$ cat config.mk
export PLATFORM = sky130hd
export DESIGN_NAME = upsr_path_selector
export DESIGN_NICKNAME = d
export VERILOG_FILES = /design/src/upsr_pkg.sv /design/src/upsr_path_selector.sv
export SDC_FILE = /design/constraint.sdc
export NUM_CORES = 1
export LEC_CHECK = 0
export BUFFER_PORTS_ARGS = -buffer_cell sky130_fd_sc_hd__buf_2
export CAP_MARGIN = 10
export CORE_UTILIZATION = 56
export DETAILED_ROUTE_END_ITERATION = 8
export PLACE_DENSITY = 0.8
export SYNTH_ARGS = -nofsm -noshare
export SYNTH_HDL_FRONTEND = slang
export SYNTH_SLANG_ARGS = --single-unit
$ cat constraint.sdc
create_clock -name clk -period 5.95 [get_ports clk]
set_input_delay 0.2975 -clock clk [delete_from_list [all_inputs] [get_ports clk]]
set_output_delay 0.2975 -clock clk [all_outputs]
set_load 0.02 [all_outputs]
$ cat src/upsr_pkg.sv
/*
 * upsr_pkg: constants, command codes, states and carrier structs for the
 * path selector. Assumes one 125 MHz clock and a synchronous reset.
 */
package upsr_pkg;
   // ************************************************
   // register map
   // ************************************************
   localparam logic [7:0] UPSR_CTRL_OFS = 8'h00;
   localparam logic [7:0] UPSR_CMD_OFS = 8'h04;
   localparam logic [7:0] UPSR_SF_OFS = 8'h08;
   localparam logic [7:0] UPSR_SD_OFS = 8'h0C;
   localparam logic [7:0] UPSR_WTR_OFS = 8'h10;
   localparam logic [7:0] UPSR_STAT_OFS = 8'h14;
   localparam logic [7:0] UPSR_CNT_OFS = 8'h18;
   // ctrl fields
   localparam int UPSR_CTRL_REVERT_BIT = 0;
   localparam int UPSR_CTRL_PDI_BIT = 1;
   localparam int UPSR_CTRL_STS_BIT = 2;
   // reset values
   localparam logic [2:0] UPSR_CTRL_RST = 3'h5;
   localparam logic [31:0] UPSR_SF_RST = 32'h0000_0004;
   localparam logic [31:0] UPSR_SD_RST = 32'h0000_0007;
   // time constants and bus response codes
   localparam int UPSR_CLK_MHZ = 125;
   localparam int UPSR_WTR_MIN = 5;
   localparam int UPSR_WTR_SEC = UPSR_WTR_MIN * 60;
   localparam logic [31:0] UPSR_WTR_RST = 32'(UPSR_WTR_SEC);
   localparam logic [31:0] UPSR_TICKS_SEC = 32'(UPSR_CLK_MHZ * 1000000);
   localparam logic [1:0] UPSR_RESP_OK = 2'h0;
   localparam logic [1:0] UPSR_RESP_ERR = 2'h2;

   // external commands
   typedef enum logic [2:0] {
      UPSR_CMD_CLEAR = 3'b000,
      UPSR_CMD_LOCKOUT = 3'b001,
      UPSR_CMD_FORCE_W = 3'b010,
      UPSR_CMD_FORCE_P = 3'b011,
      UPSR_CMD_MAN_W = 3'b100,
      UPSR_CMD_MAN_P = 3'b101
   } upsr_cmd_e;

   // selector state
   typedef enum logic [1:0] {
      UPSR_ST_WORK = 2'b00,
      UPSR_ST_PROT = 2'b01,
      UPSR_ST_WTR = 2'b10
   } upsr_state_e;

   // per-path condition from a receiver
   typedef struct packed {
      logic [7:0] ber_exp;
      logic pdi;
      logic [7:0] data;
   } upsr_path_s;
endpackage

$ cat src/upsr_path_selector.sv
/*
 * upsr_path_selector: chooses working or protect payload per circuit,
 * with AXI4-Lite provisioning. Assumes receiver inputs come from logic on
 * clk, so they are used unsynchronised.
 * Readies and valids are registered, so a read answer lags one edge and a write answer two.
 */
// Our own choices: the register addresses and the AXI4-Lite register port.
`timescale 1ns/1ps
module upsr_path_selector #(
   parameter logic [31:0] TICKS_PER_SEC = upsr_pkg::UPSR_TICKS_SEC
) (
   // clock and reset
   input wire logic clk,
   input wire logic resetn,
   // path receivers
   input wire upsr_pkg::upsr_path_s work_in,
   input wire upsr_pkg::upsr_path_s prot_in,
   // selected payload and status
   output logic [7:0] sel_data,
   output logic on_protect,
   // axi4-lite write
   input wire logic [7:0] s_axi_awaddr,
   input wire logic s_axi_awvalid,
   output logic s_axi_awready,
   input wire logic [31:0] s_axi_wdata,
   input wire logic [3:0] s_axi_wstrb,
   input wire logic s_axi_wvalid,
   output logic s_axi_wready,
   output logic [1:0] s_axi_bresp,
   output logic s_axi_bvalid,
   input wire logic s_axi_bready,
   // axi4-lite read
   input wire logic [7:0] s_axi_araddr,
   input wire logic s_axi_arvalid,
   output logic s_axi_arready,
   output logic [31:0] s_axi_rdata,
   output logic [1:0] s_axi_rresp,
   output logic s_axi_rvalid,
   input wire logic s_axi_rready
);
   import upsr_pkg::*;

   // ************************************************
   // register state
   // ************************************************
   logic [2:0] ctrl, next_ctrl;
   logic [7:0] sf_thr, next_sf_thr;
   logic [7:0] sd_thr, next_sd_thr;
   logic [31:0] wtr_sec, next_wtr_sec;
   upsr_cmd_e cmd, next_cmd;
   logic aw_hold, next_aw_hold;
   logic w_hold, next_w_hold;
   logic [7:0] aw_addr, next_aw_addr;
   logic [31:0] w_data, next_w_data;
   logic [3:0] w_strb, next_w_strb;
   logic next_awready, next_wready, next_bvalid, next_arready, next_rvalid;
   logic [1:0] next_bresp, next_rresp;
   logic [31:0] next_rdata;
   logic do_write, cmd_write;

   // ************************************************
   // selector state
   // ************************************************
   upsr_state_e state, next_state;
   logic [31:0] tick, next_tick;
   logic [31:0] secs, next_secs;
   logic [31:0] sw_cnt, next_sw_cnt;
   logic [7:0] next_sel_data;
   logic next_on_protect;

   // path condition: ber exponent n means rate 1e-n, smaller is worse
   logic w_sf, w_sd, p_sf, p_sd, w_bad, p_bad;
   always_comb begin
      w_sf = work_in.ber_exp <= sf_thr;
      p_sf = prot_in.ber_exp <= sf_thr;
      w_sd = ctrl[UPSR_CTRL_STS_BIT] && work_in.ber_exp <= sd_thr;
      p_sd = ctrl[UPSR_CTRL_STS_BIT] && prot_in.ber_exp <= sd_thr;
      w_bad = w_sf || w_sd;
      p_bad = p_sf || p_sd;
   end

   // write channel: address and data accepted in either order
   always_comb begin
      next_aw_hold = aw_hold;
      next_w_hold = w_hold;
      next_aw_addr = aw_addr;
      next_w_data = w_data;
      next_w_strb = w_strb;
      next_bvalid = s_axi_bvalid;
      next_bresp = s_axi_bresp;
      do_write = 1'b0;
      if (s_axi_awvalid && s_axi_awready) begin
         next_aw_hold = 1'b1;
         next_aw_addr = s_axi_awaddr;
      end
      if (s_axi_wvalid && s_axi_wready) begin
         next_w_hold = 1'b1;
         next_w_data = s_axi_wdata;
         next_w_strb = s_axi_wstrb;
      end
      if (s_axi_bvalid && s_axi_bready) begin
         next_bvalid = 1'b0;
      end
      if (aw_hold && w_hold && !s_axi_bvalid) begin
         do_write = 1'b1;
         next_aw_hold = 1'b0;
         next_w_hold = 1'b0;
         next_bvalid = 1'b1;
         case (aw_addr)
            UPSR_CTRL_OFS, UPSR_CMD_OFS, UPSR_SF_OFS, UPSR_SD_OFS,
            UPSR_WTR_OFS: next_bresp = UPSR_RESP_OK;
            default: next_bresp = UPSR_RESP_ERR;
         endcase
      end
      // readies return once the held beat is used, so a second write may
      // wait behind an unread response; it is applied only after bready
      next_awready = !next_aw_hold;
      next_wready = !next_w_hold;
   end

   // provisioning registers; low byte lanes only where fields are narrow
   always_comb begin
      next_ctrl = ctrl;
      next_sf_thr = sf_thr;
      next_sd_thr = sd_thr;
      next_wtr_sec = wtr_sec;
      next_cmd = cmd;
      cmd_write = 1'b0;
      if (do_write && w_strb[0]) begin
         case (aw_addr)
            UPSR_CTRL_OFS: next_ctrl = w_data[2:0];
            UPSR_SF_OFS: next_sf_thr = w_data[7:0];
            UPSR_SD_OFS: next_sd_thr = w_data[7:0];
            UPSR_CMD_OFS: begin
               cmd_write = 1'b1;
               case (w_data[2:0])
                  3'h0: next_cmd = UPSR_CMD_CLEAR;
                  3'h1: next_cmd = UPSR_CMD_LOCKOUT;
                  3'h2: next_cmd = UPSR_CMD_FORCE_W;
                  3'h3: next_cmd = UPSR_CMD_FORCE_P;
                  3'h4: next_cmd = UPSR_CMD_MAN_W;
                  3'h5: next_cmd = UPSR_CMD_MAN_P;
                  default: next_cmd = cmd;
               endcase
            end
            default: ;
         endcase
      end
      if (do_write && aw_addr == UPSR_WTR_OFS) begin
         for (int b = 0; b < 4; b++) begin
            if (w_strb[b]) begin
               next_wtr_sec[8*b +: 8] = w_data[8*b +: 8];
            end
         end
      end
      // manual request dropped once its target goes bad
      if (!cmd_write) begin
         if ((cmd == UPSR_CMD_MAN_W && w_bad) ||
             (cmd == UPSR_CMD_MAN_P && p_bad)) begin
            next_cmd = UPSR_CMD_CLEAR;
         end
      end
   end

   // read channel: one beat answered the cycle after address is taken
   // arready pulses while idle; a held arvalid is taken on the next pulse
   always_comb begin
      next_arready = 1'b0;
      next_rvalid = s_axi_rvalid;
      next_rdata = s_axi_rdata;
      next_rresp = s_axi_rresp;
      if (s_axi_rvalid && s_axi_rready) begin
         next_rvalid = 1'b0;
      end
      if (s_axi_arvalid && s_axi_arready) begin
         next_rvalid = 1'b1;
         next_rresp = UPSR_RESP_OK;
         next_rdata = 32'h0000_0000;
         case (s_axi_araddr)
            UPSR_CTRL_OFS: next_rdata[2:0] = ctrl;
            UPSR_CMD_OFS: next_rdata[2:0] = cmd;
            UPSR_SF_OFS: next_rdata[7:0] = sf_thr;
            UPSR_SD_OFS: next_rdata[7:0] = sd_thr;
            UPSR_WTR_OFS: next_rdata = wtr_sec;
            UPSR_STAT_OFS: next_rdata[6:0] =
               {state, p_bad, w_bad, prot_in.pdi, work_in.pdi, on_protect};
            UPSR_CNT_OFS: next_rdata = sw_cnt;
            default: next_rresp = UPSR_RESP_ERR;
         endcase
      end else if (!s_axi_rvalid && !s_axi_arready) begin
         next_arready = 1'b1;
      end
   end

   // selection: lockout, force, sf, sd, payload defect, manual, then wait-to-restore
   logic want_prot, auto_req, pdi_hit;
   always_comb begin
      next_state = state;
      next_tick = tick;
      next_secs = secs;
      // payload defect counts on the carried path only; with both paths
      // flagged and clean otherwise the choice flips every cycle
      pdi_hit = ctrl[UPSR_CTRL_PDI_BIT] && ctrl[UPSR_CTRL_STS_BIT] &&
         (on_protect ? prot_in.pdi : work_in.pdi);
      auto_req = 1'b0;
      want_prot = on_protect;
      if (cmd == UPSR_CMD_LOCKOUT) begin
         want_prot = 1'b0;
         auto_req = 1'b1;
      end else if (cmd == UPSR_CMD_FORCE_W) begin
         want_prot = 1'b0;
         auto_req = 1'b1;
      end else if (cmd == UPSR_CMD_FORCE_P) begin
         want_prot = 1'b1;
         auto_req = 1'b1;
      end else if (w_sf != p_sf) begin
         want_prot = w_sf;
         auto_req = 1'b1;
      end else if (w_sd != p_sd) begin
         want_prot = w_sd;
         auto_req = 1'b1;
      end else if (pdi_hit) begin
         want_prot = !on_protect;
         auto_req = 1'b1;
      end else if (cmd == UPSR_CMD_MAN_W && !w_bad) begin
         want_prot = 1'b0;
         auto_req = 1'b1;
      end else if (cmd == UPSR_CMD_MAN_P && !p_bad) begin
         want_prot = 1'b1;
         auto_req = 1'b1;
      end
      case (state)
         UPSR_ST_WORK: begin
            if (auto_req && want_prot) begin
               next_state = UPSR_ST_PROT;
            end
         end
         UPSR_ST_PROT: begin
            if (auto_req && !want_prot) begin
               next_state = UPSR_ST_WORK;
            end else if (!auto_req && ctrl[UPSR_CTRL_REVERT_BIT]) begin
               // cause gone: start the wait; never-revert stays here
               next_state = UPSR_ST_WTR;
               next_tick = 32'h0000_0000;
               next_secs = 32'h0000_0000;
            end
         end
         UPSR_ST_WTR: begin
            // traffic stays on protect while the wait runs
            if (auto_req) begin
               next_state = want_prot ? UPSR_ST_PROT : UPSR_ST_WORK;
            end else if (!ctrl[UPSR_CTRL_REVERT_BIT]) begin
               next_state = UPSR_ST_PROT;
            end else if (secs >= wtr_sec) begin
               next_state = UPSR_ST_WORK;
            end else if (tick >= TICKS_PER_SEC - 32'h0000_0001) begin
               next_tick = 32'h0000_0000;
               next_secs = secs + 32'h0000_0001;
            end else begin
               next_tick = tick + 32'h0000_0001;
            end
         end
         default: next_state = UPSR_ST_WORK;
      endcase
      next_on_protect = next_state != UPSR_ST_WORK;
      next_sel_data = next_on_protect ? prot_in.data : work_in.data;
      // count each change of carried path
      next_sw_cnt = sw_cnt + 32'((next_on_protect != on_protect) ? 1 : 0);
   end

   // ************************************************
   // registers
   // ************************************************
   // provisioning registers and the pending command
   // command write and manual cancel share next_cmd, the write wins
   always_ff @(posedge clk) begin
      if (!resetn) begin
         ctrl <= UPSR_CTRL_RST;
         sf_thr <= UPSR_SF_RST[7:0];
         sd_thr <= UPSR_SD_RST[7:0];
         wtr_sec <= UPSR_WTR_RST;
         cmd <= UPSR_CMD_CLEAR;
      end else begin
         ctrl <= next_ctrl;
         sf_thr <= next_sf_thr;
         sd_thr <= next_sd_thr;
         wtr_sec <= next_wtr_sec;
         cmd <= next_cmd;
      end
   end

   // bus channel registers: every axi output leaves a flip-flop
   always_ff @(posedge clk) begin
      if (!resetn) begin
         aw_hold <= 1'b0;
         w_hold <= 1'b0;
         aw_addr <= 8'h00;
         w_data <= 32'h0000_0000;
         w_strb <= 4'h0;
         s_axi_awready <= 1'b0;
         s_axi_wready <= 1'b0;
         s_axi_bvalid <= 1'b0;
         s_axi_bresp <= UPSR_RESP_OK;
         s_axi_arready <= 1'b0;
         s_axi_rvalid <= 1'b0;
         s_axi_rdata <= 32'h0000_0000;
         s_axi_rresp <= UPSR_RESP_OK;
      end else begin
         aw_hold <= next_aw_hold;
         w_hold <= next_w_hold;
         aw_addr <= next_aw_addr;
         w_data <= next_w_data;
         w_strb <= next_w_strb;
         s_axi_awready <= next_awready;
         s_axi_wready <= next_wready;
         s_axi_bvalid <= next_bvalid;
         s_axi_bresp <= next_bresp;
         s_axi_arready <= next_arready;
         s_axi_rvalid <= next_rvalid;
         s_axi_rdata <= next_rdata;
         s_axi_rresp <= next_rresp;
      end
   end

   // selector registers; on_protect and sel_data come from next_state
   // so the carried payload and the status move on the same edge
   always_ff @(posedge clk) begin
      if (!resetn) begin
         state <= UPSR_ST_WORK;
         tick <= 32'h0000_0000;
         secs <= 32'h0000_0000;
         sw_cnt <= 32'h0000_0000;
         on_protect <= 1'b0;
         sel_data <= 8'h00;
      end else begin
         state <= next_state;
         tick <= next_tick;
         secs <= next_secs;
         sw_cnt <= next_sw_cnt;
         on_protect <= next_on_protect;
         sel_data <= next_sel_data;
      end
   end
endmodule

[After elaboration in Yosys (flattened, before gate mapping)]
Index checks and enable logic that the tools add are counted.
Word-level totals
  register bits: 248
  word-level logic and storage cells: 184
Operators by class
  add/sub/neg operators: 3
  order comparisons: 6
  equal/unequal tests: 31
  muxes and demuxes: 62
  bitwise logic cells: 1
  reduce and logical (&&, ||, !) cells: 54
Operator list (count)
  $mux W32: 10
  $pmux W32 S2: 2
  $add A32 B1 Y32 const B: 2
  $pmux W24 S2: 1
  $add A32 B1 Y32: 1
  $eq A8 B4 Y1 const B: 4
  $eq A8 B5 Y1 const B: 4
  $ge A32 B27 Y1 const B: 1
  $ge A32 B32 Y1: 1
  $le A8 B8 Y1: 4
  $mux W1: 31
  $logic_and A1 B1 Y1: 21
  $pmux W3 S7: 1
  $pmux W4 S5: 1
  $pmux W3 S6: 1
  $eq A8 B3 Y1 const B: 2
  $logic_not A8 Y1: 2
  $mux W2: 8
  $reduce_and A2 Y1: 7
  $eq A3 B2 Y1 const B: 4
  $eq A3 B3 Y1 const B: 4
  $mux W3: 4
  $ne A2 B2 Y1 const B: 6
  $logic_not A1 Y1: 10
  17 further kinds: 25

[Longest topological paths before layout]
  depth after elaboration: 22
  gate-level depth with buffers: 23
  mapped depth without buffers: 19

[Worst setup path after synthesis]
No wires, ideal clock.
  path kind: register -> register
  from: reg wtr_sec[9]
  to: reg sw_cnt[28]
  arrival time: 4327 ps
  setup slack: 1496 ps
  stages on the path, launching flop included: 24
  path buffers: 4
  period minus slack after synthesis: 4454 ps
  path through: dfxtp_1 -> inv_1 -> ha_1 -> a21o_1 -> a21o_1 -> a211o_1 -> a31oi_1 -> nor4bb_1 -> a2111o_1 -> or3_1 -> buf_2 -> buf_2 -> buf_2 -> nand3_1 -> o2111ai_1 -> ha_1 -> ha_1 -> and2_1 -> clkbuf_1 -> and3_1 -> and3_1 -> nor2b_1 -> xnor2_1 -> nor2_1
On the way
  cells in the longest elaborated chain, start to end: 9
Ends and longest elaborated chain
  start: declaration: line upsr_path_selector.sv:49  | logic [31:0] wtr_sec, next_wtr_sec;
  start signal: assignment: line upsr_path_selector.sv:287  | wtr_sec <= next_wtr_sec;
  $ge A32 B32 Y1: line upsr_path_selector.sv:254  | end else if (secs >= wtr_sec) begin
  $mux W2: line upsr_path_selector.sv:254
  $mux W2: line upsr_path_selector.sv:252  | end else if (!ctrl[UPSR_CTRL_REVERT_BIT]) begin
  $mux W2: line upsr_path_selector.sv:250  | if (auto_req) begin
  $pmux W2 S3: line upsr_path_selector.sv:232  | case (state)
  $reduce_bool A2 Y1: line upsr_path_selector.sv:265  | next_on_protect = next_state != UPSR_ST_WORK;
  $ne A1 B1 Y1: line upsr_path_selector.sv:268  | next_sw_cnt = sw_cnt + 32'((next_on_protect != on_protect) ? 1 : 0);
  $mux W1: line upsr_path_selector.sv:268
  $add A32 B1 Y32: line upsr_path_selector.sv:268
  end signal: assignment: line upsr_path_selector.sv:339  | sw_cnt <= next_sw_cnt;
  end: declaration: line upsr_path_selector.sv:67  | logic [31:0] sw_cnt, next_sw_cnt;
Every way passes these cells.
A chain may end at the register's enable or synchronous reset.

[Final worst setup path]
  from: reg sd_thr[1]
  to: reg sw_cnt[28]
On the way
  cells in the longest elaborated chain, start to end: 22
Ends and longest elaborated chain
  start: declaration: line upsr_path_selector.sv:48  | logic [7:0] sd_thr, next_sd_thr;
  start signal: assignment: line upsr_path_selector.sv:280  | sd_thr <= UPSR_SD_RST[7:0];
  start signal: assignment: line upsr_path_selector.sv:286  | sd_thr <= next_sd_thr;
  $le A8 B8 Y1: line upsr_path_selector.sv:77  | p_sd = ctrl[UPSR_CTRL_STS_BIT] && prot_in.ber_exp <= sd_thr;
  $logic_and A1 B1 Y1: line upsr_path_selector.sv:77
  $logic_or A1 B1 Y1: line upsr_path_selector.sv:79  | p_bad = p_sf || p_sd;
  $logic_not A1 Y1: line upsr_path_selector.sv:228  | end else if (cmd == UPSR_CMD_MAN_P && !p_bad) begin
  $logic_and A1 B1 Y1: line upsr_path_selector.sv:228
  $mux W1: line upsr_path_selector.sv:228
  $mux W1: line upsr_path_selector.sv:225  | end else if (cmd == UPSR_CMD_MAN_W && !w_bad) begin
  $mux W1: line upsr_path_selector.sv:222  | end else if (pdi_hit) begin
  [... 6 more ...]
  $logic_and A1 B1 Y1: line upsr_path_selector.sv:241  | end else if (!auto_req && ctrl[UPSR_CTRL_REVERT_BIT]) begin
  $mux W2: line upsr_path_selector.sv:241
  $mux W2: line upsr_path_selector.sv:239  | if (auto_req && !want_prot) begin
  $pmux W2 S3 *: line upsr_path_selector.sv:232
  $reduce_bool A2 Y1 *: line upsr_path_selector.sv:265
  $ne A1 B1 Y1 *: line upsr_path_selector.sv:268
  $mux W1 *: line upsr_path_selector.sv:268
  $add A32 B1 Y32 *: line upsr_path_selector.sv:268
Mark *: on every way between the ends. The rest lies on a longest branch, timed or not.

==> results.toml <==
[power_and_ir_drop]
total_power_mw = 3.89
p_leak_nw = 5.69
pwr_density_cell_mw_per_mm2 = 265
irDropWorstVdd_mv = 0.209

[timing]
fmax_mhz = 202
slew_violations = 0
rsz0062_at_grt = "false"
worstMarginPinSlew_ns = 1.18
setup_violations = 0
worst_slack_ns = 0.999
fin_setup_tns_ns = 0
max_slew_margin_pct = 20.3
layout_min_cycle_time_ns = 4.95
hold_viol_final = 0
fin_skew_ns = 0.0145
fin_crit_sh_pct = 83.2
whs_ns = 0.0113

[synthesis]
synthAdderAreaFrac_pct = 6.72
synth_top_family_by_area = "simple AND/OR/NAND/NOR gates"
synth-compound-area-share_pct = 17.2
synth.distinct_cells = 72
ys_warn_count = 0
seq_area_frac_synth_pct = 38.9
synthesis.area_mm2 = 0.0127
synth.most_common_cell = "nand2_1"
synth_top_area_share_pct = 38.9
async_flop_share_pct = 0
synthTopCellsByCount = "nand2_1 (247), dfxtp_1 (246), a21oi_1 (188)"
syn-instance-count = 1580
avgSynthCellArea_um2 = 8.01
synth_seq_cells = 246
synth_top_cell_by_area = "dfxtp_1"
synth-edff-count = 0
synth_xor_area_share_pct = 2.70
synth_ff_type = "dfxtp_1"
ys_top_cells_by_area = "dfxtp_1 (39%), a21oi_1 (7.4%), nand2_1 (7.3%), ha_1 (6.7%), nor2_1 (3.4%)"
synth.mux.area_fraction_pct = 3.79
yosys.area_share.simple_pct = 25.7

[drt]
drc = 12
route.detailed.wl_per_inst_um = 16.7
postRouteWirelength_mm = 33.3
met1_length_mm = 14.5
viasPerCell = 5.96
top_layer_used = "met4"
wl_met2_mm = 15.8
first_pass_iters = 9
ant_nets = 0
wl_met3_mm = 2.08
route.vias.total = 11900
drtIter0Drc = 1068

[placed_design]
place_ws_ns = 1.07
dp_hpwl_mm = 22.3
dp.cells = 1923
placed_cell_area_mm2 = 0.0135
gp_congestion = 0.916
portBuffers = 140

[floorplan]
core_area_mm2 = 0.0220
ios = 143
die_y_um = 152
die_w_um = 152
rows = 54
die-area_mm2 = 0.0232
start_util_pct = 57.6

[worst_hold_path]
hp-class = "in -> reg"

[clock_tree]
clock_sinks = 246
cts_tree = "done"
cts_buffers = 26
htreeDepth = 1
clockBufferDepth = 3
clockRootBuffer = "clkbuf_16"
clkTransAtPathRegs_ns = 0.07
clk_latency_ns = 0.54

[outcome]
status = "complete, but fails checks"
violations = "DRC"

[finish]
final_core_util_pct = 66.9
nNetsFinal = 1859
drive_above_1_share_pct = 13.2
final_area_mm2 = 0.0147
insertedDiodeCount = 0
area_growth_syn_to_layout_pct = 16.0
instances_no_fill = 1998

[critical_path]
max_stage_delay_ns = 0.51
cp.required_ns = 6.33
crit_path_end_kind = "flip-flop"
crit_top_cell = "ha_1"
cp_num_buf_inv = 3
criticalPathCategory = "reg -> reg"
startpoint_type = "flip-flop"
slowest_stage = "or4_1"
cp_top_family = "simple AND/OR/NAND/NOR gates"
cp_data_arrival_time_ns = 5.33
worstPathCellList = "inv_1, ha_1, nor2b_1, o211ai_1, a21oi_1, o21ai_1, o21ai_0, a22oi_1, buf_4, nor3_1, buf_4, or4_1, o2111ai_1, ha_1, ha_1, and2_1, and3_1, and3_1, nor2b_1, xnor2_1, nor2_1"
crit_fanout = 18

[global_route]
grt_pass1_wl_mm = 55.3
antenna_found_initial = 0
grt_util_all_layers_pct = 28.2
grt_overflow = 0
grt_pass1_vias = 11600
grt_max_degree = 108

[job]
max-cap-violations = 0
## kinds of logic (layout without fill, tap and decap cells)
| family | count (synthesis) | in the layout |
|---|---|---|
| buffers and inverters | 157 | 294 |
| and+or+nand+nor | 670 | 670 |
| DFF | 246 | 246 |
| muxes | 47 | 47 |
| xor gates and xnor gates | 39 | 39 |
| AOI/OAI and AO/OA | 352 | 352 |
| other | 1 | 2 |
| adders and majority gates | 68 | 68 |
## where the power goes
group	leakage (nW)	switching [mW]	internal, mW
sequential	1.99	0.0334	1.69
combinational	3.24	0.244	0.140
clock	0.466	0.678	1.11
total	5.69	0.956	2.94
## state kept, by name (all words and copies together) (netlist names), 2 cells and up
signal and count:
sel_data 8, ctrl 3, aw_addr 8, cmd 3
state 2, sf_thr 8, s_axi_rdata 32, sd_thr 8
sw_cnt 32, wtr_sec 32, tick 32, w_data 32
w_strb 4, secs 32
## routing by layer
layer,vias up,global-route usage [%]
met2,404,48.8
met5,-,0
li1,5868,-
met3,68,3.61
met1,5561,36.0
met4,0,10.3
## final cells by class
class | count | area [um^2]
multi-input cells | 1178 | 7120
flip-flops and latches | 246 | 4920
repair buffers | 183 | 1090
fillers | 1814 | 7280
well taps | 280 | 350
inverters | 63 | 239
clock buffers | 38 | 766
clock inverters | 10 | 189
## worst paths after layout
kind | start | cells past startpoint | to | slack (ns)
worst min-delay path | s_axi_awaddr[3] | 3 | aw_addr[3]$_SDFFE_PN0P_ | 0.01
worst min register to register | w_data[14]$_SDFFE_PN0P_ | 2 | wtr_sec[14]$_SDFFE_PN0P_ | 0.46
worst max-delay path | sd_thr[1]$_SDFFE_PN1P_ | 21 | sw_cnt[28]$_SDFF_PN0_ | 1.0
worst max register to register | sd_thr[1]$_SDFFE_PN1P_ | 21 | sw_cnt[28]$_SDFF_PN0_ | 1.0
## worst register-to-register path, delay by kind of cell, from the launching register on
family,cells,cell delay [ns]
AOI/OAI and AO/OA,6,1.21
xor gates and xnor gates,1,0.13
adders and majority gates,3,0.77
buffers and inverters,3,0.54
DFF,1,0.33
and+or+nand+nor,8,1.83
## repair_timing
action | CTS | global route
setup buffers | 0 | 0
hold buffers | 27 | 0
resized for setup | 0 | 0
hold endpoints to repair | 27 | 0
## cells in the final DEF, fill, tap and decap left out, types with 8 or more instances in the layout
master	n
o32a_1	8
o31ai_1	23
o21ai_0	41
nor3_1	40
inv_1	62
and4_1	9
ha_1	68
xnor2_1	16
xor2_1	23
nand4_1	37
o311ai_0	21
nand3_1	75
o211ai_1	11
or4_1	22
nand2b_1	20
and2_1	23
dfxtp_1	246
clkbuf_16	26
a21oi_1	187
mux2i_1	40
buf_4	16
nand2_1	246
nor2_1	114
a21o_1	15
dlygate4sd3_1	27
nor2b_1	8
nor4_1	16
buf_2	140
and3_1	28
(Power assumes the default switching activity.)
